==> src/core/sctp_pkg.sv <==
// package of constants for the scan port and output-off block
package sctp_pkg;

	// ********************************
	// tap instructions
	// ********************************
	localparam int          IR_WIDTH      = 4;
	localparam logic [3:0]  IR_BYPASS     = 4'hf;
	localparam logic [3:0]  IR_IDCODE     = 4'h1;
	localparam logic [3:0]  IR_EMU_CTRL   = 4'h8;
	localparam logic [3:0]  IR_RESET_VAL  = 4'h1;
	localparam logic [3:0]  IR_CAPTURE    = 4'h1;

	// ********************************
	// data registers
	// ********************************
	localparam int          EMU_CTRL_W    = 4;
	// emulation control fields: line drive enables and line output values
	localparam int          EC_OE0        = 0;
	localparam int          EC_OE1        = 1;
	localparam int          EC_OUT0       = 2;
	localparam int          EC_OUT1       = 3;
	localparam logic [3:0]  EMU_CTRL_RST  = 4'h0;
	// arbitrary identification value
	localparam logic [31:0] ID_VALUE      = 32'h00000001;

	// ********************************
	// gpio
	// ********************************
	localparam int          GPIO_W        = 8;
	localparam int          GPIO_BRANCH   = 1;

	// ********************************
	// pins
	// ********************************
	// idle levels the pad pulls give: second mode select low, every other sampled pin high
	localparam logic [7:0]  PIN_IDLE      = 8'hf7;

	// ********************************
	// timing
	// ********************************
	localparam int          REF_CLK_NS    = 100;
	localparam int          TCK_MIN_NS    = 800;
	localparam int          TCK_MIN_CYC   = TCK_MIN_NS / REF_CLK_NS;

endpackage

==> src/core/sctp_top.sv <==
// scan test port, emulator lines, output-off and branch-poll logic
`timescale 1ns/1ps
`default_nettype none

module sctp_top
#(
	parameter int GPIO_W = sctp_pkg::GPIO_W
)
(
	// clock and reset
	input  wire logic              REF_CLK,
	input  wire logic              SYS_RST,
	// test port pins
	input  wire logic              TCK,
	input  wire logic              TDI,
	input  wire logic              TMS,
	input  wire logic              SECOND_MODE_SELECT,
	input  wire logic              TRST,
	output logic                   TDO,
	output logic                   TDO_OE,
	// emulator line zero
	input  wire logic              EMULATOR_LINE_ZERO_IN,
	output logic                   EMULATOR_LINE_ZERO_OUT,
	output logic                   EMULATOR_LINE_ZERO_OE,
	// emulator line one, or output disable when low
	input  wire logic              EMULATOR_LINE_ONE_OR_DISABLE_IN,
	output logic                   EMULATOR_LINE_ONE_OR_DISABLE_OUT,
	output logic                   EMULATOR_LINE_ONE_OR_DISABLE_OE,
	// emulation interrupts to and from the core
	input  wire logic              EMU_IRQ0_TO_EMU,
	input  wire logic              EMU_IRQ1_TO_EMU,
	output logic                   EMU_IRQ0_FROM_EMU,
	output logic                   EMU_IRQ1_FROM_EMU,
	output logic                   SCAN_CONTROL,
	// global output disable for every pad driver
	output logic                   ALL_OUTPUTS_OFF,
	// general purpose port, bit one shared with branch poll
	input  wire logic [GPIO_W-1:0] GPIO_IN,
	input  wire logic [GPIO_W-1:0] GPIO_DIR_WR,
	input  wire logic              GPIO_DIR_WE,
	input  wire logic              PORT_C_BIT_ONE_AS_GPIO,
	input  wire logic              PORT_C_BIT_ONE_SEL_WE,
	output logic [GPIO_W-1:0]      GPIO_DIR,
	output logic                   PORT_C_BIT_ONE_IS_GPIO,
	// branch poll from the core
	input  wire logic              CONDITIONAL_BRANCH_OP,
	output logic                   BRANCH_TAKEN
);

	if (GPIO_W <= sctp_pkg::GPIO_BRANCH)
	begin : g_bad_width
		$error("GPIO_W too small for the shared branch pin");
	end

	// ****************************************
	// input synchronisers
	// ****************************************
	localparam int NSYNC = 8;
	logic [NSYNC-1:0] sync_a;
	logic [NSYNC-1:0] sync_b;
	logic             tck_d;
	logic             s_tck, s_tdi, s_tms, s_second_mode_select, s_trst, s_emulator_line_zero, s_emu1, s_bio;

	// each sampled pin passes two flops; the second stage is read, plus a third flop on the test clock for edges
	always_ff @(posedge REF_CLK)
	begin
		if (SYS_RST)
		begin
			// reset to the pulled levels so no false test clock edge or poll follows reset
			sync_a <= sctp_pkg::PIN_IDLE;
			sync_b <= sctp_pkg::PIN_IDLE;
			tck_d  <= sctp_pkg::PIN_IDLE[0];
		end
		else
		begin
			sync_a <= {GPIO_IN[sctp_pkg::GPIO_BRANCH], EMULATOR_LINE_ONE_OR_DISABLE_IN, EMULATOR_LINE_ZERO_IN,
				TRST, SECOND_MODE_SELECT, TMS, TDI, TCK};
			sync_b <= sync_a;
			tck_d  <= sync_b[0];
		end
	end

	assign {s_bio, s_emu1, s_emulator_line_zero, s_trst, s_second_mode_select, s_tms, s_tdi, s_tck} = sync_b;

	logic tck_rise;
	logic tck_fall;
	assign tck_rise = s_tck & ~tck_d;
	assign tck_fall = ~s_tck & tck_d;

	// ****************************************
	// tap controller
	// ****************************************
	logic tap_rst;
	logic st_reset, st_cap_dr, st_sh_dr, st_upd_dr, st_cap_ir, st_sh_ir, st_upd_ir;

	// test logic is held in reset while the scan system does not own the device
	assign tap_rst = SYS_RST | ~s_trst;

	sctp_tap_fsm u_fsm
	(
		.clk           (REF_CLK),
		.rst           (tap_rst),
		.tck_rise      (tck_rise),
		.tms           (s_tms),
		.second_mode_select          (s_second_mode_select),
		.st_reset      (st_reset),
		.st_capture_dr (st_cap_dr),
		.st_shift_dr   (st_sh_dr),
		.st_update_dr  (st_upd_dr),
		.st_capture_ir (st_cap_ir),
		.st_shift_ir   (st_sh_ir),
		.st_update_ir  (st_upd_ir)
	);

	// ****************************************
	// instruction and data registers
	// ****************************************
	logic [sctp_pkg::IR_WIDTH-1:0]   ir_shift;
	logic [sctp_pkg::IR_WIDTH-1:0]   ir;
	logic [31:0]                     id_shift;
	logic                            byp;
	logic [sctp_pkg::EMU_CTRL_W-1:0] ec_shift;
	logic [sctp_pkg::EMU_CTRL_W-1:0] emu_ctrl;
	logic                            sel_id, sel_ec;
	logic                            scan_out;

	assign sel_id = (ir == sctp_pkg::IR_IDCODE);
	assign sel_ec = (ir == sctp_pkg::IR_EMU_CTRL);
	assign scan_out = st_sh_ir ? ir_shift[0] :
		sel_id ? id_shift[0] :
		sel_ec ? ec_shift[0] : byp;

	always_ff @(posedge REF_CLK)
	begin
		if (tap_rst)
		begin
			ir_shift <= 4'h0;
			ir       <= sctp_pkg::IR_RESET_VAL;
			id_shift <= 32'h00000000;
			byp      <= 1'b0;
			ec_shift <= 4'h0;
			emu_ctrl <= sctp_pkg::EMU_CTRL_RST;
		end
		else if (tck_rise)
		begin
			if (st_cap_ir)
				ir_shift <= sctp_pkg::IR_CAPTURE;
			else if (st_sh_ir)
				ir_shift <= {s_tdi, ir_shift[sctp_pkg::IR_WIDTH-1:1]};
			if (st_upd_ir)
				ir <= ir_shift;
			else if (st_reset)
				ir <= sctp_pkg::IR_RESET_VAL;
			if (st_cap_dr)
			begin
				id_shift <= sctp_pkg::ID_VALUE;
				byp      <= 1'b0;
				ec_shift <= emu_ctrl;
			end
			else if (st_sh_dr)
			begin
				id_shift <= {s_tdi, id_shift[31:1]};
				byp      <= s_tdi;
				if (sel_ec)
					ec_shift <= {s_tdi, ec_shift[sctp_pkg::EMU_CTRL_W-1:1]};
			end
			if (st_upd_dr && sel_ec)
				emu_ctrl <= ec_shift;
		end
	end

	// output changes on falling test clock, enabled only while shifting
	always_ff @(posedge REF_CLK)
	begin
		if (tap_rst)
		begin
			TDO    <= 1'b0;
			TDO_OE <= 1'b0;
		end
		else if (tck_fall)
		begin
			TDO    <= scan_out;
			TDO_OE <= st_sh_ir | st_sh_dr;
		end
	end

	// ****************************************
	// emulator lines and output off
	// ****************************************
	// scan owns the device only while test reset is high
	assign SCAN_CONTROL = s_trst;

	// pad controls are registered so a glitch on a core request never reaches a pin
	always_ff @(posedge REF_CLK)
	begin
		if (SYS_RST)
		begin
			EMULATOR_LINE_ZERO_OE            <= 1'b0;
			EMULATOR_LINE_ZERO_OUT           <= 1'b0;
			EMULATOR_LINE_ONE_OR_DISABLE_OE  <= 1'b0;
			EMULATOR_LINE_ONE_OR_DISABLE_OUT <= 1'b0;
		end
		else
		begin
			EMULATOR_LINE_ZERO_OE            <= s_trst & emu_ctrl[sctp_pkg::EC_OE0];
			EMULATOR_LINE_ZERO_OUT           <= emu_ctrl[sctp_pkg::EC_OUT0] | EMU_IRQ0_TO_EMU;
			EMULATOR_LINE_ONE_OR_DISABLE_OE  <= s_trst & emu_ctrl[sctp_pkg::EC_OE1];
			EMULATOR_LINE_ONE_OR_DISABLE_OUT <= emu_ctrl[sctp_pkg::EC_OUT1] | EMU_IRQ1_TO_EMU;
		end
	end

	always_ff @(posedge REF_CLK)
	begin
		if (SYS_RST)
		begin
			EMU_IRQ0_FROM_EMU <= 1'b0;
			EMU_IRQ1_FROM_EMU <= 1'b0;
			ALL_OUTPUTS_OFF   <= 1'b0;
		end
		else
		begin
			EMU_IRQ0_FROM_EMU <= s_trst & ~emu_ctrl[sctp_pkg::EC_OE0] & s_emulator_line_zero;
			EMU_IRQ1_FROM_EMU <= s_trst & ~emu_ctrl[sctp_pkg::EC_OE1] & s_emu1;
			// not meant as a bus-sharing release; synchronised so it lags the pins
			ALL_OUTPUTS_OFF   <= ~s_trst & s_emulator_line_zero & ~s_emu1;
		end
	end

	// ****************************************
	// gpio direction and branch poll
	// ****************************************
	always_ff @(posedge REF_CLK)
	begin
		if (SYS_RST)
		begin
			GPIO_DIR               <= '0;
			PORT_C_BIT_ONE_IS_GPIO <= 1'b0;
		end
		else
		begin
			if (GPIO_DIR_WE)
				GPIO_DIR <= GPIO_DIR_WR;
			if (PORT_C_BIT_ONE_SEL_WE)
				PORT_C_BIT_ONE_IS_GPIO <= PORT_C_BIT_ONE_AS_GPIO;
		end
	end

	always_ff @(posedge REF_CLK)
	begin
		if (SYS_RST)
			BRANCH_TAKEN <= 1'b0;
		else
			BRANCH_TAKEN <= CONDITIONAL_BRANCH_OP & ~PORT_C_BIT_ONE_IS_GPIO & ~s_bio;
	end

endmodule
`default_nettype wire

==> src/core/sctp_tap_fsm.sv <==
// boundary-scan tap state machine
`timescale 1ns/1ps
`default_nettype none

module sctp_tap_fsm
(
	// clock and reset
	input  wire logic clk,
	input  wire logic rst,
	// sampled test clock rising edge and mode selects
	input  wire logic tck_rise,
	input  wire logic tms,
	input  wire logic second_mode_select,
	// state decodes
	output logic      st_reset,
	output logic      st_capture_dr,
	output logic      st_shift_dr,
	output logic      st_update_dr,
	output logic      st_capture_ir,
	output logic      st_shift_ir,
	output logic      st_update_ir
);

	typedef enum logic [3:0]
	{
		TLR, RTI, SEL_DR, CAP_DR, SH_DR, EX1_DR, PA_DR, EX2_DR, UPD_DR,
		SEL_IR, CAP_IR, SH_IR, EX1_IR, PA_IR, EX2_IR, UPD_IR
	} sctp_tap_e;

	sctp_tap_e state;
	sctp_tap_e next_state;
	logic      mode;

	// second select only matters for emulation; high on it forces test-logic-reset path
	assign mode = tms | second_mode_select;

	always_comb
	begin
		case (state)
			TLR:     next_state = mode ? TLR    : RTI;
			RTI:     next_state = mode ? SEL_DR : RTI;
			SEL_DR:  next_state = mode ? SEL_IR : CAP_DR;
			CAP_DR:  next_state = mode ? EX1_DR : SH_DR;
			SH_DR:   next_state = mode ? EX1_DR : SH_DR;
			EX1_DR:  next_state = mode ? UPD_DR : PA_DR;
			PA_DR:   next_state = mode ? EX2_DR : PA_DR;
			EX2_DR:  next_state = mode ? UPD_DR : SH_DR;
			UPD_DR:  next_state = mode ? SEL_DR : RTI;
			SEL_IR:  next_state = mode ? TLR    : CAP_IR;
			CAP_IR:  next_state = mode ? EX1_IR : SH_IR;
			SH_IR:   next_state = mode ? EX1_IR : SH_IR;
			EX1_IR:  next_state = mode ? UPD_IR : PA_IR;
			PA_IR:   next_state = mode ? EX2_IR : PA_IR;
			EX2_IR:  next_state = mode ? UPD_IR : SH_IR;
			UPD_IR:  next_state = mode ? SEL_DR : RTI;
			default: next_state = TLR;
		endcase
	end

	always_ff @(posedge clk)
	begin
		if (rst)
			state <= TLR;
		else if (tck_rise)
			state <= next_state;
	end

	assign st_reset      = (state == TLR);
	assign st_capture_dr = (state == CAP_DR);
	assign st_shift_dr   = (state == SH_DR);
	assign st_update_dr  = (state == UPD_DR);
	assign st_capture_ir = (state == CAP_IR);
	assign st_shift_ir   = (state == SH_IR);
	assign st_update_ir  = (state == UPD_IR);

endmodule
`default_nettype wire

==> config.mk <==
export PLATFORM = sky130hd
export DESIGN_NAME = sctp_top
export DESIGN_NICKNAME = d
export VERILOG_FILES = /design/src/core/sctp_pkg.sv /design/src/core/sctp_top.sv /design/src/core/sctp_tap_fsm.sv
export SDC_FILE = /design/constraint.sdc
export NUM_CORES = 1
export LEC_CHECK = 0
export BUFFER_PORTS_ARGS = -buffer_cell sky130_fd_sc_hd__clkbuf_2
export CORE_ASPECT_RATIO = 0.8
export CORE_MARGIN = 2
export CORE_UTILIZATION = 50
export CTS_CLUSTER_SIZE = 12
export DETAILED_ROUTE_END_ITERATION = 12
export GPL_ROUTABILITY_DRIVEN = 0
export GPL_TIMING_DRIVEN = 0
export PLACE_DENSITY = 0.74
export SYNTH_ARGS = -nofsm -noshare
export SYNTH_HDL_FRONTEND = slang
export SYNTH_SLANG_ARGS = --single-unit
export TNS_END_PERCENT = 10
==> constraint.sdc <==
create_clock -name REF_CLK -period 4.3 [get_ports REF_CLK]
set_input_delay 0.215 -clock REF_CLK [delete_from_list [all_inputs] [get_ports REF_CLK]]
set_output_delay 0.215 -clock REF_CLK [all_outputs]
set_load 0.02 [all_outputs]
# After elaboration in Yosys (flattened, before gate mapping)
# Index checks and enable logic that the tools add are counted.
[word_totals] input_bits=31 wordCells=105 regBits=89
[op_classes] eq_ne=17 mux=27 bitwise=25 reduce_logical=14
[ops] operator="$mux W32" n=2
[ops] operator="$pmux W4 S12" n=1
[ops] operator="$mux W4" n=11
[ops] operator="$eq A4 B4 Y1 const B" n=9
[ops] operator="$eq A4 B3 Y1 const B" n=4
[ops] operator="$and A1 B1 Y1" n=12
[ops] operator="$eq A4 B1 Y1 const B" n=2
[ops] operator="$eq A4 B2 Y1 const B" n=2
[ops] operator="$mux W1" n=8
[ops] operator="$not A1 Y1" n=8
[ops] operator="$reduce_and A2 Y1" n=4
[ops] operator="$reduce_bool A2 Y1" n=4
[ops] operator="$mux W2" n=3
[ops] operator="$mux W3" n=2
[ops] operator="$or A1 B1 Y1" n=5
[ops] operator="$logic_not A4 Y1" n=1
[ops] operator="$reduce_or A2 Y1" n=2
[ops] operator="$reduce_and A3 Y1" n=1
[ops] operator="$reduce_or A3 Y1" n=1
[ops] operator="$logic_and A1 B1 Y1" n=1

# Depth between registers and ports, before layout
# Gate-level depths: netlist (run 1).
[depth] ltp_word=4 mapped_depth=7

# Cells and area by module
# A second synthesis (run 1) with hierarchy kept.
[hier_totals] cells_unflattened=373 hier_area_um2=3365.7
[modules_own_cells] module="sctp_top" area_each_um2=2949.1 instances=1 cells_each=316
[modules_own_cells] module="sctp_tap_fsm" area_each_um2=416.6 instances=1 cells_each=57

# Least setup slack after synthesis (run 1)
# No wires, ideal clock.
[synth_path] path_kind="register to register" startpoint="reg ir[0] in the netlist's numbering" endpoint="reg emu_ctrl[0] in the netlist's numbering" setup_time_ns=0.128 path_slack_ns=2.530 t_arrival_ns=1.643 path_stages_with_launch=6 t_required_ns=4.172 n_path_buf=1 cell_sequence="dfxtp_1 -> or4b_4 -> or4_1 -> buf_2 -> mux2i_1 -> nor2_1"
[synth_via] elab_chain_cells=3
[synth_rtl] element="from (decl)" line_no="sctp_top.sv:119" rtl="logic [sctp_pkg::IR_WIDTH-1:0] ir;"
[synth_rtl] element="from (signal assigned)" line_no="sctp_top.sv:138" rtl="ir <= sctp_pkg::IR_RESET_VAL;"
[synth_rtl] element="from (signal assigned)" line_no="sctp_top.sv:151" rtl="ir <= ir_shift;"
[synth_rtl] element="from (signal assigned)" line_no="sctp_top.sv:153" rtl="ir <= sctp_pkg::IR_RESET_VAL;"
[synth_rtl] element="$eq A4 B4 Y1" line_no="sctp_top.sv:128" rtl="assign sel_ec = (ir == sctp_pkg::IR_EMU_CTRL);"
[synth_rtl] element="$logic_and A1 B1 Y1" line_no="sctp_top.sv:167" rtl="if (st_upd_dr && sel_ec)"
[synth_rtl] element="$reduce_and A2 Y1 (no source line)"
[synth_rtl] element="to (signal assigned)" line_no="sctp_top.sv:142" rtl="emu_ctrl <= sctp_pkg::EMU_CTRL_RST;"
[synth_rtl] element="to (signal assigned)" line_no="sctp_top.sv:168" rtl="emu_ctrl <= ec_shift;"
[synth_rtl] element="to (decl)" line_no="sctp_top.sv:123" rtl="logic [sctp_pkg::EMU_CTRL_W-1:0] emu_ctrl;"
# Every way passes these cells.
# A chain may end at the register's enable or synchronous reset.

# Worst setup path after layout (run 1)
[layout_path] startpoint="reg u_fsm.state[1]" endpoint="reg id_shift[8]"
[layout_via] elab_chain_cells=3 elab_cells_between_ends=5
[layout_rtl] element="from (decl)" line_no="sctp_tap_fsm.sv:30" rtl="sctp_tap_e state;"
[layout_rtl] element="from (signal assigned)" line_no="sctp_tap_fsm.sv:65" rtl="state <= next_state;"
[layout_rtl] element="$eq A4 B2 Y1 / $eq A4 B3 Y1 (equally long branches)" line_no="sctp_tap_fsm.sv:69, sctp_tap_fsm.sv:70"
[layout_rtl] element="$reduce_bool A2 Y1 (no source line)"
[layout_rtl] element="$reduce_and A2 Y1 (no source line)"
[layout_rtl] element="to (signal assigned)" line_no="sctp_top.sv:156" rtl="id_shift <= sctp_pkg::ID_VALUE;"
[layout_rtl] element="to (signal assigned)" line_no="sctp_top.sv:162" rtl="id_shift <= {s_tdi, id_shift[31:1]};"
[layout_rtl] element="to (decl)" line_no="sctp_top.sv:120" rtl="logic [31:0] id_shift;"
# Several ways; a longest one is shown, not always the timed one.

==> run_results.csv, run 1 <==
group,metric,value,unit
outcome,status,"finished clean",
setup_path,slowest_delay,0.47,ns
floorplanning,core_area,6860,um^2
worst_hold_path,min_to,"sync_a[4]",
cts,ctsHtreeMaxLevel,3,
worst_hold_path,hold_path.class,"in2reg",
grt,grt_max_degree,18,
floorplanning,start_util,0.515,
grt,grt.total_usage,0.181,
sta,worst_slew_pin_slew,0.545,ns
run,cap_violations,0,
cells_and_area,layout.cells.most_common,"dfxtp_1",
setup_path,crit_type,"reg2reg",
route,finalWirelength,6580,um
route,vias_per_cell,5.13,
cts,cts_tree,"yes",
cells_and_area,n_antenna_cell,0,
sta,rsz0062_at_grt,"no",
cts,hold_buffers,0,
place,port_buffers,42,
synthesis,syn_area,3530,um^2
setup_path,r2r_cells,6,
setup_path,startpoint_type,"flip-flop",
sta,fin_crit,1.95,ns
worst_hold_path,min-delay-start,"TRST",
worst_hold_path,min_path_cells,2,
cts,cts_made_buffers,9,
cells_and_area,final_cells,513,
setup_path,worstPathArrival,2.19,ns
power_and_ir_drop,vdd_ir_drop_max,260,uV
synthesis,synth_edf_count,0,
setup_path,r2r_start,"u_fsm.state[1]",
sta,fin_ws,2.35,ns
synthesis,syn-num-nets,399,
setup_path,worst_path_max_delay_cell,"or3b_1",
floorplanning,row_count,27,
grt,antenna_found_initial,0,
cts,cts.clk_slew.worst_paths,0.10,ns
sta,setup-tns-final,0,ns
sta,fin_worst_skew,0.0124,ns
grt,overflow,0,
synthesis,yosys_warnings,0,
route,final_antenna_net_count,0,
place,placed_area,3850,um^2
cts,clock_latency,0.37,ns
cells_and_area,final_cell_mix,"88 x dfxtp_1, 68 x nor2_1, 48 x mux2i_1, 42 x clkbuf_2, 31 x and2_1",
cts,cts-resized-gates,0,
floorplanning,die_x,98.0,um
route,routed-via-count,2633,
cells_and_area,area_growth,14.9,%
synthesis,ys_seq_elements,88,
floorplanning,pin_count,51,
synthesis,yosysUniqueCellTypes,49,
synthesis,synth_ff_type,"dfxtp_1",
setup_path,cp-end-kind,"flip-flop",
synthesis,synth_seq_area_share,0.498,
sta,hold_viol,0,
route,drc_errors,0,
route,first_pass_iters,5,
route,drtIter0Drc,99,
cts,cts_setup_buffers,0,
sta,finalMaxSlewViolations,0,
place,post-dp-hpwl,4670,um
sta,period_share,0.454,
cts,numClockSinks,88,
place,place_ws,2.35,ns
cells_and_area,drive_above_1_share,0.195,
cells_and_area,finalInstanceArea,4060,um^2
place,placedCellCount,497,
cts,root_buffer,"clkbuf_8",
setup_path,critical_path.cell_chain,"clkbuf_1, or3b_1, a21oi_4, buf_6, mux2i_1, nor2_1",
setup_path,r2r_slack,2.35,ns
sta,setup_viol,0,
floorplanning,die_area,7760,um^2
cts,clk_path_buf_depth,2,
sta,worst_slew_margin_rel,0.637,
cells_and_area,fin_nets,452,
synthesis,syn_avg_cell_area,9.61,um^2
route,post_drt_wl_per_cell,12.8,um
sta,fmax,0.512,GHz
setup_path,r2r-end,"id_shift[8]",
setup_path,cp_data_required_time,4.54,ns
power_and_ir_drop,p_per_area,372,nW/um^2
setup_path,crit_fanout,10,
power_and_ir_drop,leakagePower,1.59,nW
synthesis,async_flop_share,0,
floorplanning,die_h,79.2,um
grt,grt_pass1_vias,2494,
synthesis,netlist_instances,368,
grt,grt_pass1_wl,11400,um
## synthesized netlist by cell type (3+ instances only)
| master | count | area share |
|---|---|---|
| and2_1 | 31 | 0.055 |
| nand3_1 | 3 | 0.0042 |
| or2_2 | 15 | 0.027 |
| inv_1 | 3 | 0.0032 |
| nor2_1 | 68 | 0.072 |
| dfxtp_1 | 88 | 0.50 |
| a21oi_1 | 7 | 0.0099 |
| clkbuf_1 | 21 | 0.022 |
| nand2_1 | 6 | 0.0064 |
| nor2b_1 | 6 | 0.011 |
| mux2i_1 | 48 | 0.14 |
| o21ai_0 | 4 | 0.0057 |
| o21ai_1 | 5 | 0.0071 |
| nor3_1 | 4 | 0.0057 |
| a31oi_1 | 3 | 0.0053 |
| a211oi_1 | 4 | 0.0085 |
| nand2b_1 | 3 | 0.0053 |
| buf_6 | 3 | 0.0096 |
| a22o_1 | 3 | 0.0074 |
## critical path: cells and delay by family, from the launching register on
family | cells | cell delay, ns
and+or+nand+nor | 2 | 0.53
buffers and inverters | 2 | 0.43
AOI/OAI and AO/OA | 1 | 0.34
DFF | 1 | 0.31
muxes | 1 | 0.21
## cells by family after synthesis
kind of cell	after synthesis	share of synthesized area
and+or+nand+nor	160	0.239
xor gates and xnor gates	1	0.00248
DFF	88	0.498
buffers and inverters	29	0.0379
AOI/OAI and AO/OA	41	0.0832
muxes	49	0.139
## how the worst max path moves through the flow
stage	startpoint	end	slack, ns
floorplan	ir[0]	emu_ctrl[0]	2.53
global placement	ir[3]	emu_ctrl[3]	2.40
detailed placement	u_fsm.state[1]	id_shift[8]	2.35
CTS	u_fsm.state[1]	id_shift[8]	2.33
global route	u_fsm.state[1]	ec_shift[0]	2.16
finish	u_fsm.state[1]	id_shift[8]	2.35
## final cells by class
class / instances / area (um^2)
inverters: 3 / 11.3
flip-flops and latches: 88 / 1760
clock inverters: 7 / 83.8
fillers: 601 / 2800
well taps: 87 / 109
multi-input cells: 251 / 1640
clock buffers: 9 / 124
plain buffers: 26 / 123
repair buffers: 42 / 210
## registers in the layout (all words and copies together), names as in the netlist, 4 cells and up
signal / count
id_shift: 32
GPIO_DIR: 8
sync_b: 8
u_fsm.state: 4
ec_shift: 4
sync_a: 8
emu_ctrl: 4
ir: 4
ir_shift: 4
## stage by stage
stage	total power, mW	util	hold slack [ns]
finish	1.51	0.592	0.0176
global route	1.57	0.592	0.0225
CTS	1.53	0.592	0.00464
detailed placement	0.936	0.562	0.392
global placement	0.933	0.562	0.382
floorplan	0.905	-	0.319
## power by group
group          switching (mW)  internal (mW)
registers             0.00719          0.830
clock network           0.316          0.281
logic                  0.0467         0.0317
## per-layer routing
layer	share of wire	global-route usage	vias up	routed length (um)
li1	-	-	1358	-
met5	0	0	-	0
met4	0.011	0.0528	0	72
met3	0.077	0.0739	6	504
met1	0.47	0.234	1197	3100
met2	0.44	0.279	72	2900
Power figures use the tool's default switching activity.
==> inputs of run 2 (changes only) <==
--- a/config.mk
+++ b/config.mk
@@ -13,7 +13,7 @@
 export DETAILED_ROUTE_END_ITERATION = 12
 export GPL_ROUTABILITY_DRIVEN = 0
 export GPL_TIMING_DRIVEN = 0
-export PLACE_DENSITY = 0.74
+export PLACE_DENSITY = 0.77
 export SYNTH_ARGS = -nofsm -noshare
 export SYNTH_HDL_FRONTEND = slang
 export SYNTH_SLANG_ARGS = --single-unit
==> constraint.sdc (replaced) <==
create_clock -name REF_CLK -period 1.6 [get_ports REF_CLK]
set_input_delay 0.08 -clock REF_CLK [delete_from_list [all_inputs] [get_ports REF_CLK]]
set_output_delay 0.08 -clock REF_CLK [all_outputs]
set_load 0.02 [all_outputs]
==> run_results.csv, run 2 (same netlist as run 1, synthesis figures left out) <==
group,metric,value,unit
sta,fmax,0.568,GHz
outcome,failed_checks,"negative setup slack",
worst_hold_path,min-delay-start,"SYS_RST",
grt,grt.total_usage,0.208,
sta,worst_slew_margin_rel,0.610,
setup_path,slowest_delay,0.58,ns
sta,worst_slew_pin_slew,0.584,ns
outcome,status,"finished with violations",
sta,setup_viol,40,
route,post_drt_wl_per_cell,13.9,um
sta,finalMaxSlewViolations,0,
setup_path,crit_fanout,4,
floorplanning,die_area,7760,um^2
floorplanning,row_count,27,
cells_and_area,final_cell_mix,"80 x dfxtp_1, 68 x nor2_1, 47 x mux2i_1, 46 x clkbuf_2, 31 x and2_1",
sta,rsz0062_at_grt,"yes",
worst_hold_path,hold_path.class,"in2reg",
cells_and_area,n_antenna_cell,0,
floorplanning,die_x,98.0,um
cts,clk_path_buf_depth,2,
setup_path,r2r_start,"ir[0]",
power_and_ir_drop,p_per_area,941,nW/um^2
cells_and_area,fin_util,0.659,
cells_and_area,drive_above_1_share,0.242,
sta,period_share,1.10,
grt,grt_pass1_vias,2697,
cts,numClockSinks,88,
setup_path,worst_path_max_delay_cell,"or4b_4",
cts,cts.clk_slew.worst_paths,0.08,ns
cts,cts_tree,"yes",
cts,cts_made_buffers,9,
route,finalWirelength,7560,um
route,routed-via-count,2822,
cts,root_buffer,"clkbuf_8",
cells_and_area,fin_nets,481,
cells_and_area,largest_reg_flops,32,
power_and_ir_drop,power,4.25,mW
floorplanning,die_h,79.2,um
power_and_ir_drop,leakagePower,1.80,nW
run,cap_violations,0,
setup_path,r2r_slack,-0.16,ns
sta,fin_worst_skew,0.00576,ns
route,first_pass_iters,4,
sta,fin_ws,-0.162,ns
route,drtIter0Drc,168,
cells_and_area,area_growth,27.9,%
setup_path,r2r-end,"emu_ctrl[1]",
worst_hold_path,min_to,"sync_b[3]",
cells_and_area,layout.cells.most_common,"dfxtp_1",
cts,ctsHtreeMaxLevel,3,
sta,fin_crit,1.76,ns
cells_and_area,fillerInstances,529,
sta,setup-tns-final,-3.12,ns
grt,grt_max_degree,15,
setup_path,cp_data_required_time,1.83,ns
grt,grt_pass1_wl,12800,um
place,post-dp-hpwl,4600,um
floorplanning,core_area,6860,um^2
setup_path,cp-end-kind,"flip-flop",
cells_and_area,regMostFlops,"id_shift",
worst_hold_path,min_path_cells,3,
floorplanning,start_util,0.515,
grt,antenna_found_initial,0,
sta,hold_viol,0,
setup_path,critical_path.cell_chain,"or4b_4, or4_4, mux2i_1, nor2_1",
cts,clock_latency,0.36,ns
grt,overflow,0,
place,port_buffers,42,
place,place_ws,-0.348,ns
route,drc_errors,0,
setup_path,crit_type,"reg2reg",
floorplanning,pin_count,51,
power_and_ir_drop,vdd_ir_drop_max,725,uV
sta,whs,0.234,ns
setup_path,r2r_cells,4,
setup_path,startpoint_type,"flip-flop",
route,final_antenna_net_count,0,
route,vias_per_cell,5.21,
setup_path,worstPathArrival,1.99,ns
==> run 2: cell count changes in the layout (fill, tap and decap cells not counted), moves of 4 or more <==
cell / before / now
inv_6: 4 / 0
clkbuf_2: 42 / 46
dfxtp_1: 88 / 80
dlygate4sd3_1: 0 / 21
clkbuf_1: 21 / 16
dfxtp_2: 0 / 7
buf_4: 0 / 6
==> run 2: worst max path at each step <==
stage | start | to | depth (start not counted) | slack, ns
2_1_floorplan | ir[2] | emu_ctrl[0] | 5 | -0.11
3_3_place_gp | u_fsm.state[1] | ec_shift[2] | 6 | -0.28
3_5_place_dp | u_fsm.state[1] | ec_shift[1] | 6 | -0.35
4_1_cts | u_fsm.state[2] | id_shift[26] | 7 | -0.15
5_1_grt | ir[0] | emu_ctrl[0] | 4 | -0.18
6_report | ir[0] | emu_ctrl[1] | 4 | -0.16
==> run 2: cell type report <==
cell class / count / area, um^2 / area share
clock buffers: 12 / 155 / 0.0343
flip-flops and latches: 88 / 1770 / 0.393
multi-input cells: 251 / 1690 / 0.374
well taps: 87 / 109 / 0.0241
plain buffers: 23 / 138 / 0.0305
inverters: 3 / 11.3 / 0.00249
repair buffers: 74 / 566 / 0.125
clock inverters: 4 / 76.3 / 0.0169
==> run 2: routing by layer <==
metal  vias to the layer above  part of all wire  GRT usage
met4                         0             0.014     0.0597
met3                        12             0.065     0.0739
met2                        89              0.47      0.342
met5                         -                 0          0
met1                      1306              0.45      0.259
li1                       1415                 -          -
==> run 2: report_power, final <==
| group | switching [mW] | internal, mW |
|---|---|---|
| Sequential | 0.0228 | 2.23 |
| Clock | 0.770 | 0.968 |
| Combinational | 0.142 | 0.121 |
| Total | 0.934 | 3.32 |
==> run 2: worst max-delay path: cells and delay by family (launching register included) <==
| kind | cells | cell delay (ns) |
|---|---|---|
| simple gates | 3 | 1.13 |
| flops | 1 | 0.33 |
| mux | 1 | 0.18 |
==> run 2: through the flow <==
| step | cells | area (um^2) |
|---|---|---|
| 2_1_floorplan | 368 | 3550 |
| 3_3_place_gp | 497 | 3870 |
| 3_5_place_dp | 497 | 3870 |
| 4_1_cts | 540 | 4470 |
| 5_1_grt | 542 | 4520 |
| 6_report | 542 | 4520 |
==> run 2: what timing repair did <==
action                     CTS  global route
pin swaps                    6             1
gates cloned                 2             1
hold endpoints to repair    20             0
hold buffers                21             0
buffers inserted             7             1
gates resized for setup     23             7
setup endpoints to repair   52            51
